**config.mk**
```make
export PLATFORM = sky130hd
export DESIGN_NAME = cmhc_console
export DESIGN_NICKNAME = d
export VERILOG_FILES = /design/src/cmhc_pkg.sv /design/src/cmhc_hex_ascii.sv /design/src/cmhc_fifo.sv /design/src/cmhc_console.sv
export SDC_FILE = /design/constraint.sdc
export NUM_CORES = 1
export LEC_CHECK = 0
export BUFFER_PORTS_ARGS = -buffer_cell sky130_fd_sc_hd__buf_2
export CAP_MARGIN = 20
export CORE_AREA = 2 2 147 149
export CTS_BUF_LIST = sky130_fd_sc_hd__clkbuf_16
export CTS_CLUSTER_SIZE = 16
export DETAILED_ROUTE_END_ITERATION = 16
export DIE_AREA = 0 0 149 151
export GPL_TIMING_DRIVEN = 0
export PLACE_DENSITY = 0.85
export SYNTH_ARGS = -nofsm -noshare
export SYNTH_HDL_FRONTEND = slang
export SYNTH_SLANG_ARGS = --single-unit
```
**constraint.sdc**
```tcl
create_clock -name clock -period 2.8 [get_ports clock]
set_input_delay 0.42 -clock clock [delete_from_list [all_inputs] [get_ports clock]]
set_output_delay 0.42 -clock clock [all_outputs]
set_load 0.02 [all_outputs]
```
**src/cmhc_pkg.sv**
```systemverilog
package cmhc_pkg;
  typedef enum logic [1:0] {MODE_PROG, MODE_CONS, MODE_RDM} cmhc_mode_t;
  typedef enum logic [2:0] {SEQ_WAIT, SEQ_EVAL, SEQ_BOOT, SEQ_RESTART, SEQ_IDLE} cmhc_seq_t;

  localparam logic [2:0] KEY_OFF = 3'h0;
  localparam logic [2:0] KEY_LOCAL = 3'h1;
  localparam logic [2:0] KEY_SECURE = 3'h2;
  localparam logic [2:0] KEY_REMOTE = 3'h3;
  localparam logic [2:0] KEY_REMSEC = 3'h4;

  localparam logic [1:0] ACT_HALT = 2'h0;
  localparam logic [1:0] ACT_BOOT = 2'h1;
  localparam logic [1:0] ACT_HALT_RST = 2'h2;
  localparam logic [1:0] ACT_BOOT_RST = 2'h3;
  localparam logic [1:0] BOOT_ROM_TAPE = 2'h0;
  localparam logic [1:0] SEL_RESET = 2'h0;

  localparam logic [7:0] HC_CONSOLE = 8'h00;
  localparam logic [7:0] HC_SELFTEST = 8'h01;
  localparam logic [7:0] HC_ATTN = 8'h02;
  localparam logic [7:0] HC_NO_RPB = 8'h11;
  localparam logic [7:0] HC_NO_WARM = 8'h12;
  localparam logic [7:0] HC_BAD_ROM = 8'h14;
  localparam logic [7:0] HC_PWR_HALT = 8'h16;
  localparam logic [7:0] HC_UVERIFY = 8'hFF;

  localparam logic [7:0] CH_ATTN = 8'h10;
  localparam logic [7:0] CH_RDM = 8'h04;
  localparam logic [7:0] CH_SP = 8'h20;
  localparam logic [7:0] CH_CR = 8'h0D;
  localparam logic [7:0] CH_LF = 8'h0A;
  localparam logic [7:0] CH_PROMPT = 8'h3E;
  localparam logic [7:0] CH_DIGIT = 8'h30;
  localparam logic [7:0] CH_LETTER = 8'h37;
  localparam logic [3:0] NIB_TEN = 4'hA;

  localparam logic [4:0] MSG_SP_IDX = 5'h08;
  localparam logic [4:0] MSG_CODE_HI = 5'h09;
  localparam logic [4:0] MSG_CODE_LO = 5'h0A;
  localparam logic [4:0] MSG_CR_IDX = 5'h0B;
  localparam logic [4:0] MSG_LF_IDX = 5'h0C;
  localparam logic [4:0] MSG_LAST = 5'h10;

  localparam int FIFO_WIDTH = 8;
  localparam int FIFO_DEPTH = 16;
endpackage

```
**src/cmhc_hex_ascii.sv**
```systemverilog
`timescale 1ns/1ps
module cmhc_hex_ascii (
  input wire logic [3:0] nibble,
  output logic [7:0] ascii
);
  import cmhc_pkg::*;

  wire isLetter = (nibble >= NIB_TEN);

  assign ascii = (isLetter ? CH_LETTER : CH_DIGIT) + {4'h0, nibble};
endmodule

```
**src/cmhc_fifo.sv**
```systemverilog
`timescale 1ns/1ps
module cmhc_fifo #(
  parameter int WIDTH = cmhc_pkg::FIFO_WIDTH,
  parameter int DEPTH = cmhc_pkg::FIFO_DEPTH
) (
  input wire logic clock,
  input wire logic rstn,
  input wire logic inValid,
  input wire logic [WIDTH-1:0] inData,
  output logic inReady,
  output logic outValid,
  output logic [WIDTH-1:0] outData,
  input wire logic outReady
);
  localparam int AW = $clog2(DEPTH);

  generate
    if (DEPTH < 2 || (1 << AW) != DEPTH) begin : gBadDepth
      $error("FIFO depth must be a power of two of at least 2");
    end
  endgenerate

  logic [WIDTH-1:0] mem [DEPTH];
  logic [AW-1:0] wrPtr;
  logic [AW-1:0] rdPtr;
  logic [AW:0] count;

  wire doWrite = inValid && inReady;
  wire doRead = outValid && outReady;

  assign inReady = (count != DEPTH[AW:0]);
  assign outValid = (count != '0);
  assign outData = mem[rdPtr];

  always_ff @(posedge clock) begin
    if (doWrite) mem[wrPtr] <= inData;
  end

  always_ff @(posedge clock or negedge rstn) begin
    if (!rstn) begin
      wrPtr <= '0;
      rdPtr <= '0;
      count <= '0;
    end else begin
      if (doWrite) wrPtr <= wrPtr + 1'b1;
      if (doRead) rdPtr <= rdPtr + 1'b1;
      count <= count + {{AW{1'b0}}, doWrite} - {{AW{1'b0}}, doRead};
    end
  end
endmodule

```
**src/cmhc_console.sv**
```systemverilog
`timescale 1ns/1ps
module cmhc_console (
  input wire logic clock,
  input wire logic rst_b,
  input wire logic [2:0] keyPos,
  input wire logic [1:0] powerOnAction,
  input wire logic [1:0] bootSelect,
  input wire logic resetButton,
  input wire logic rdmFitted,
  input wire logic remoteGiveBack,
  input wire logic termRxValid,
  input wire logic [7:0] termRxData,
  input wire logic remRxValid,
  input wire logic [7:0] remRxData,
  output logic txValid,
  output logic [7:0] txData,
  input wire logic txReady,
  output logic txToRemote,
  output logic cpuRxValid,
  output logic [7:0] cpuRxData,
  input wire logic cpuTxValid,
  input wire logic [7:0] cpuTxData,
  output logic cpuTxReady,
  input wire logic [31:0] pc,
  input wire logic cpuHalt,
  input wire logic [7:0] cpuHaltCode,
  input wire logic consoleHalt,
  input wire logic selfTestPass,
  input wire logic microVerifyFail,
  input wire logic csParityError,
  input wire logic resumeRun,
  output logic cmdValid,
  output logic [7:0] cmdData,
  output logic rdmRxValid,
  output logic [7:0] rdmRxData,
  input wire logic rdmExit,
  input wire logic rpbFound,
  input wire logic bootDone,
  input wire logic bootFailed,
  input wire logic restartDone,
  input wire logic restartFailed,
  output logic bootReq,
  output logic restartReq,
  output logic [1:0] bootRomSel,
  output logic bootFromTape,
  output logic haltReq,
  output logic powerCycle,
  output cmhc_pkg::cmhc_mode_t consoleMode,
  output logic [7:0] haltCode,
  output logic runLamp,
  output logic errorLampBright,
  output logic errorLampDim,
  output logic rdmEnable
);
  import cmhc_pkg::*;

  logic [1:0] rstPipe;
  wire rstn = rstPipe[1];

  always_ff @(posedge clock or negedge rst_b) begin
    if (!rst_b) rstPipe <= 2'h0;
    else rstPipe <= {rstPipe[0], 1'b1};
  end

  // Panel switches are levels; one register each so decisions see a steady copy
  logic [2:0] keyReg;
  logic [1:0] actReg;
  logic [1:0] selReg;
  logic buttonReg;

  always_ff @(posedge clock or negedge rstn) begin
    if (!rstn) begin
      keyReg <= KEY_OFF;
      actReg <= ACT_HALT;
      selReg <= SEL_RESET;
      buttonReg <= 1'b1;
    end else begin
      keyReg <= keyPos;
      actReg <= powerOnAction;
      selReg <= bootSelect;
      buttonReg <= resetButton;
    end
  end

  cmhc_seq_t seq;
  cmhc_seq_t next_seq;
  cmhc_mode_t next_mode;
  logic errStop;
  logic msgBusy;
  logic [4:0] msgIdx;
  logic [31:0] pcWork;
  logic seqHalt;
  logic seqRun;
  logic seqBoot;
  logic seqRestart;
  logic [7:0] seqCode;

  wire seqBusy = (seq != SEQ_IDLE);
  wire inProg = (consoleMode == MODE_PROG);
  wire inCons = (consoleMode == MODE_CONS);
  wire inRdm = (consoleMode == MODE_RDM);

  wire keySecure = (keyReg == KEY_SECURE) || (keyReg == KEY_REMSEC);
  wire remoteLine = (keyReg == KEY_REMSEC) ||
    (keyReg == KEY_REMOTE && !remoteGiveBack);
  wire rdmAllowed = rdmFitted && (keyReg == KEY_REMOTE);

  // Local terminal is simply not heard while the remote line owns the console
  wire rxValid = remoteLine ? remRxValid : termRxValid;
  wire [7:0] rxByte = remoteLine ? remRxData : termRxData;

  wire cmdsBlocked = keySecure || errStop || seqBusy || msgBusy ||
    (keyReg == KEY_OFF);
  wire attnHit = rxValid && (rxByte == CH_ATTN) && !keySecure &&
    !errStop && !seqBusy;
  wire buttonHit = resetButton && !buttonReg && !keySecure;
  wire faultStop = csParityError && !errStop;

  wire rdmEnter = inCons && rxValid && (rxByte == CH_RDM) &&
    rdmAllowed && !cmdsBlocked;
  wire passChar = inProg && rxValid && !attnHit;
  wire cmdChar = inCons && rxValid && !cmdsBlocked && !attnHit && !rdmEnter;
  wire rdmChar = inRdm && rxValid && !attnHit;

  // Fault codes arrive from the processor with its halt; the rest are made here
  wire haltEvt = microVerifyFail || cpuHalt || attnHit || selfTestPass ||
    consoleHalt || seqHalt;
  wire [7:0] evCode = microVerifyFail ? HC_UVERIFY :
    cpuHalt ? cpuHaltCode :
    attnHit ? HC_ATTN :
    selfTestPass ? HC_SELFTEST :
    consoleHalt ? HC_CONSOLE :
    seqCode;

  always_comb begin
    next_seq = seq;
    seqHalt = 1'b0;
    seqRun = 1'b0;
    seqBoot = 1'b0;
    seqRestart = 1'b0;
    seqCode = HC_PWR_HALT;
    case (seq)
      SEQ_WAIT: next_seq = SEQ_EVAL;
      SEQ_EVAL: begin
        case (actReg)
          ACT_HALT: begin
            seqHalt = 1'b1;
            next_seq = SEQ_IDLE;
          end
          ACT_BOOT: begin
            seqBoot = 1'b1;
            next_seq = SEQ_BOOT;
          end
          default: begin
            if (rpbFound) begin
              seqRestart = 1'b1;
              next_seq = SEQ_RESTART;
            end else if (actReg == ACT_BOOT_RST) begin
              seqBoot = 1'b1;
              next_seq = SEQ_BOOT;
            end else begin
              seqHalt = 1'b1;
              seqCode = HC_NO_RPB;
              next_seq = SEQ_IDLE;
            end
          end
        endcase
      end
      SEQ_BOOT: begin
        if (bootDone) begin
          seqRun = 1'b1;
          next_seq = SEQ_IDLE;
        end else if (bootFailed) begin
          seqHalt = 1'b1;
          seqCode = HC_BAD_ROM;
          next_seq = SEQ_IDLE;
        end
      end
      SEQ_RESTART: begin
        if (restartDone) begin
          seqRun = 1'b1;
          next_seq = SEQ_IDLE;
        end else if (restartFailed && actReg == ACT_BOOT_RST) begin
          seqBoot = 1'b1;
          next_seq = SEQ_BOOT;
        end else if (restartFailed) begin
          seqHalt = 1'b1;
          seqCode = HC_NO_WARM;
          next_seq = SEQ_IDLE;
        end
      end
      SEQ_IDLE: next_seq = SEQ_IDLE;
      default: next_seq = SEQ_IDLE;
    endcase
    if (buttonHit) next_seq = SEQ_WAIT;
  end

  // Halt beats resume in the same cycle; a stopped machine never resumes
  always_comb begin
    next_mode = consoleMode;
    case (consoleMode)
      MODE_PROG: next_mode = MODE_PROG;
      MODE_CONS: begin
        if (rdmEnter) next_mode = MODE_RDM;
        else if (resumeRun && !cmdsBlocked) next_mode = MODE_PROG;
      end
      MODE_RDM: begin
        if (rdmExit || !rdmAllowed) next_mode = MODE_CONS;
      end
      default: next_mode = MODE_CONS;
    endcase
    if (seqRun && !errStop) next_mode = MODE_PROG;
    if (haltEvt || buttonHit || faultStop) next_mode = MODE_CONS;
  end

  // Parity stop is set-dominant; only a reset or accepted button clears it
  wire next_errStop = csParityError || (errStop && !buttonHit);

  always_ff @(posedge clock or negedge rstn) begin
    if (!rstn) begin
      seq <= SEQ_WAIT;
      consoleMode <= MODE_CONS;
      errStop <= 1'b0;
    end else begin
      seq <= next_seq;
      consoleMode <= next_mode;
      errStop <= next_errStop;
    end
  end

  // Halt message: eight PC digits, space, two code digits, CR, LF, four prompts
  logic [3:0] genNib;
  logic [7:0] genHex;
  logic [7:0] genChar;
  logic fifoInReady;

  assign genNib = (msgIdx == MSG_CODE_HI) ? haltCode[7:4] :
    (msgIdx == MSG_CODE_LO) ? haltCode[3:0] : pcWork[31:28];

  cmhc_hex_ascii uHex (
    .nibble(genNib),
    .ascii(genHex)
  );

  assign genChar = (msgIdx < MSG_SP_IDX) ? genHex :
    (msgIdx == MSG_SP_IDX) ? CH_SP :
    (msgIdx <= MSG_CODE_LO) ? genHex :
    (msgIdx == MSG_CR_IDX) ? CH_CR :
    (msgIdx == MSG_LF_IDX) ? CH_LF : CH_PROMPT;

  wire msgStep = msgBusy && fifoInReady;
  wire fifoInValid = msgBusy || cpuTxValid;
  wire [7:0] fifoInData = msgBusy ? genChar : cpuTxData;

  // Processor output waits behind the message so the two never interleave
  assign cpuTxReady = fifoInReady && !msgBusy;

  always_ff @(posedge clock or negedge rstn) begin
    if (!rstn) begin
      msgBusy <= 1'b0;
      msgIdx <= 5'h00;
      pcWork <= 32'h0000_0000;
      haltCode <= HC_CONSOLE;
    end else if (buttonHit) begin
      msgBusy <= 1'b0;
    end else if (haltEvt) begin
      msgBusy <= 1'b1;
      msgIdx <= 5'h00;
      pcWork <= pc;
      haltCode <= evCode;
    end else if (msgStep) begin
      msgIdx <= msgIdx + 5'h01;
      if (msgIdx < MSG_SP_IDX) pcWork <= {pcWork[27:0], 4'h0};
      if (msgIdx == MSG_LAST) msgBusy <= 1'b0;
    end
  end

  cmhc_fifo #(
    .WIDTH(FIFO_WIDTH),
    .DEPTH(FIFO_DEPTH)
  ) uTxFifo (
    .clock(clock),
    .rstn(rstn),
    .inValid(fifoInValid),
    .inData(fifoInData),
    .inReady(fifoInReady),
    .outValid(txValid),
    .outData(txData),
    .outReady(txReady)
  );

  always_ff @(posedge clock or negedge rstn) begin
    if (!rstn) begin
      cpuRxValid <= 1'b0;
      cmdValid <= 1'b0;
      rdmRxValid <= 1'b0;
    end else begin
      cpuRxValid <= passChar;
      cmdValid <= cmdChar;
      rdmRxValid <= rdmChar;
    end
  end

  always_ff @(posedge clock or negedge rstn) begin
    if (!rstn) begin
      cpuRxData <= 8'h00;
      cmdData <= 8'h00;
      rdmRxData <= 8'h00;
    end else begin
      cpuRxData <= rxByte;
      cmdData <= rxByte;
      rdmRxData <= rxByte;
    end
  end

  always_ff @(posedge clock or negedge rstn) begin
    if (!rstn) begin
      bootReq <= 1'b0;
      restartReq <= 1'b0;
      haltReq <= 1'b0;
      powerCycle <= 1'b0;
    end else begin
      bootReq <= seqBoot && !buttonHit;
      restartReq <= seqRestart && !buttonHit;
      haltReq <= attnHit || faultStop;
      powerCycle <= buttonHit;
    end
  end

  always_ff @(posedge clock or negedge rstn) begin
    if (!rstn) begin
      bootRomSel <= SEL_RESET;
      bootFromTape <= 1'b0;
      txToRemote <= 1'b0;
      rdmEnable <= 1'b0;
    end else begin
      bootRomSel <= selReg;
      bootFromTape <= (selReg == BOOT_ROM_TAPE);
      txToRemote <= remoteLine;
      rdmEnable <= rdmAllowed;
    end
  end

  // Lamps follow next-state values so they change in step with the mode
  always_ff @(posedge clock or negedge rstn) begin
    if (!rstn) begin
      runLamp <= 1'b0;
      errorLampBright <= 1'b0;
      errorLampDim <= 1'b0;
    end else begin
      runLamp <= (next_mode == MODE_PROG);
      errorLampBright <= next_errStop;
      errorLampDim <= !next_errStop;
    end
  end
endmodule

```
==> impl_results.md <==
- R2R Path End: uTxFifo.mem[1][2]
- Setup crit start: msgIdx[1]
- Vias per cell: 6.12
- CTS tree: built
- CP peak stage delay: 0.48 ns
- Post-DRT Antenna Nets: 0
- Failing checks: setup timing
- Synth-to-Final Area Change: 28.4%
- First-pass GRT wire length: 46.3 mm
- Worst relative slew slack: 39.0%
- Critical Path End: uTxFifo.mem[1][2]
- Initial antenna violation count: 0
- # IOs: 151
- H-tree Lvls: 1
- Cell mode on critical path: buf_6
- Netlist cell types: 76
- Clock Skew: 0.00852 ns
- Part of the power in registers: 38.9%
- Max-cap violations: 0
- Initial Util: 51.6%
- Avg Cell Area, Syn: 13.0 um2
- Die Ht: 151 um
- DP Area: 12000 um2
- Slew Limit Fails: 0
- Final Cell Area: 13800 um2
- Pwr Density: 846 nW/um2
- 1st-iter DRT viols: 713
- Drc violations: 0
- Peak supply drop: 0.000507 V
- Critical R2R Launch: msgIdx[1]
- Hold WC Path Type: input pin to register
- Core Region: 20800 um2
- R2r setup slk: -0.21 ns
- Setup ws final: -0.206 ns
- Clock power frac: 26.3%
- Routability congestion estimate: 0.949
- CTS Buf Count: 24
- Hold_sp: pc[1]
- Fin nets: 1169
- Clk sinks: 225
- Worst slew pin tran: 0.914 ns
- Crit path launch type: register
- DIE AREA: 22500 um2
- Largest cells by area after synthesis: edfxtp_1, dfrtp_1, mux4_2
- Vias in the first global route: 8085
- Cell area after synthesis: 10800 um2
- Ys Warns: 0
- Yosys reg bits: 225
- Status: finished, violations left
- CP max FO: 8
- Clock Tree Buf Depth: 3
- Period utilization: 107%
- Largest net degree at the start of global routing: 62
- Count of final hold-check violations: 0
- Setup violators final: 104
- Total grt overflow: 0
- DIE WIDTH: 149 um
- Top-area cell type share of the netlist area: 35.7%
- Net Sw Frac: 32.8%
- Synthesized net count: 935
- Tot GR Track Use: 27.1%
- CP endpoint kind: register
- Asr flop ratio synth: 43.1%
- First-pass iteration count of the detailed router: 6
- Leading area contributor after synthesis: edfxtp_1
- Place WS: -0.709 ns
- Share of layout cells above drive strength 1: 39.3%
- R2r worst-path depth: 12
- Root buf cell: clkbuf_16
- # port buffers: 149
- CP arrival: 3.25 ns
- RSZ-0062 raised after global routing: yes
- # rows: 53
- Worst path cell trace: buf_6, ha_4, nor2b_4, a22o_1, a22oi_2, a21oi_2, buf_4, buf_6, fa_2, buf_6, xnor2_4, a221o_2
- Synth Flop Type: edfxtp_1
- Comb pwr share: 34.8%
- Antenna Cells: 0
- WL per Instance: 22.7 um
- Max Clk Rate: 0.333 GHz
- CP required: 3.04 ns
- Hold path depth: 2
- Crit path kind: register to register
- Tmin final: 3.01 ns
- Clock slew at reported path FFs: 0.06 ns
- Mapped Cells: 824
- Routed WL: 30.7 mm
- Vias: 8272
- Leakage: 5.57 nW
- Setup_tns: -11.28 ns
- Clk_lat worst skew: 0.53 ns
- Register area share after synthesis: 58.3%
- Hpwl dp: 18.8 mm
- Post-synth EDFFs: 128
- Int Pwr: 7.85 mW
- P_sw: 3.83 mW
- Critical path's slowest cell: a221o_2
critical path: cells and delay by family (launching register included):
family	cells	cell delay (ns)
buf+inv	4	0.54
compound gates	4	1.00
xor+xnor	1	0.14
simple gates	1	0.13
fa+ha+maj	2	0.50
flops	1	0.40
kinds of logic after synthesis:
group / share of synthesized area [%]
simple gates: 10.9
flops: 58.3
compound gates: 10.4
buf+inv: 4.07
mux: 12.7
fa+ha+maj: 2.35
xor+xnor: 1.22
other cells: 0.0349
cells in the final DEF, fill, tap and decap left out, types with 5 or more instances in the layout:
cell / count
clkinv_1: 8
dfrtp_2: 5
nand3b_1: 5
dlygate4sd3_1: 9
buf_1: 5
and3_1: 5
buf_4: 59
or3_1: 5
mux2_4: 7
clkbuf_2: 8
nor3_1: 24
a21o_1: 6
a211oi_1: 28
clkbuf_1: 12
a21oi_2: 9
inv_2: 5
xor2_1: 5
xnor2_1: 8
a311o_1: 16
inv_1: 24
buf_2: 152
edfxtp_1: 128
clkbuf_16: 25
mux2_2: 13
nor2b_1: 10
buf_12: 8
nor2_1: 97
nand2_1: 26
nand2b_1: 10
nand3_1: 6
dfrtp_1: 89
a21oi_1: 30
ha_1: 11
o21ai_0: 8
mux4_2: 40
buf_6: 13
mux2i_1: 23
power groups by stage:
stage | Clock (mW) | Sequential (mW) | Combinational (mW)
after floorplan | 0 | 4.48 | 2.47
after global placement | 0 | 4.50 | 3.28
after detailed placement | 0 | 4.52 | 3.49
after CTS | 3.08 | 4.51 | 3.88
after global routing | 3.20 | 4.59 | 4.33
final | 3.07 | 4.54 | 4.06
Yosys cell counts, types with 4 or more instances:
cell type and count:
mux2_2 18, dfrtp_1 95, nand3b_1 5, a211oi_1 28
nor2b_1 11, xor2_1 6, nor2_1 101, xnor2_1 9
o21ai_0 13, and3_1 5, ha_1 17, clkbuf_1 33
a21oi_1 41, nand2_1 26, a311o_1 16, nor3_1 29
edfxtp_1 128, nand4_1 4, inv_1 27, a31oi_1 4
and2_1 6, or3_1 5, nor3b_1 5, nand3_1 6
buf_1 10, o211ai_1 4, buf_4 16, mux4_2 40
nand2b_1 10, a22oi_1 4, a21o_1 6, mux2i_1 23
buf_2 8
flip-flops by register name, summed over array words and instances, names as in the netlist, 3 cells and up:
name	cells
haltCode	8
keyReg	3
msgIdx	5
pcWork	32
rdmRxData	8
seq	3
uTxFifo.count	5
uTxFifo.mem	128
uTxFifo.rdPtr	4
uTxFifo.wrPtr	4
area by class of cell:
type	count	area [um2]
Fill cell	1418	7020
Sequential cell	225	6280
Multi-Input combinational cell	505	4480
Timing Repair Buffer	214	1400
Clock buffer	24	601
Buffer	60	434
Tap cell	275	344
Clock inverter	20	154
Inverter	28	110
through the flow:
stage	power [mW]	std cells	util, %	hold WS [ns]
after global placement	7.78	1248	57.3	0.205
final	11.7	1351	66.3	0.129
after CTS	11.5	1335	64.9	0.105
after detailed placement	8.01	1251	57.5	0.207
after global routing	12.1	1351	66.3	0.124
after floorplan	6.95	824	-	0.124
how the worst min path moves through the flow:
stage	slack, ns	end
2_1_floorplan	0.12	rstPipe[0]
3_5_place_dp	0.21	rstPipe[0]
5_1_grt	0.12	errorLampBright
3_3_place_gp	0.21	rstPipe[0]
4_1_cts	0.10	errorLampBright
6_report	0.13	pcWork[1]
timing repair:
action                                  CTS  global route
hold endpoints to repair                 10             0
hold buffers                              9             0
pin swaps                                22            25
setup buffers                            32            15
cloned                                    4             3
gates resized for setup                 105            59
endpoints found under the setup margin  169           297
per-layer routing:
layer	GRT usage [%]	share of wire [%]	routed length, um
met5	0	0	0
met4	7.48	4.2	1280
met3	4.46	7.8	2410
met2	48.3	51	15600
met1	34.5	37	11500
No activity file was read; power rests on OpenSTA's default activity.
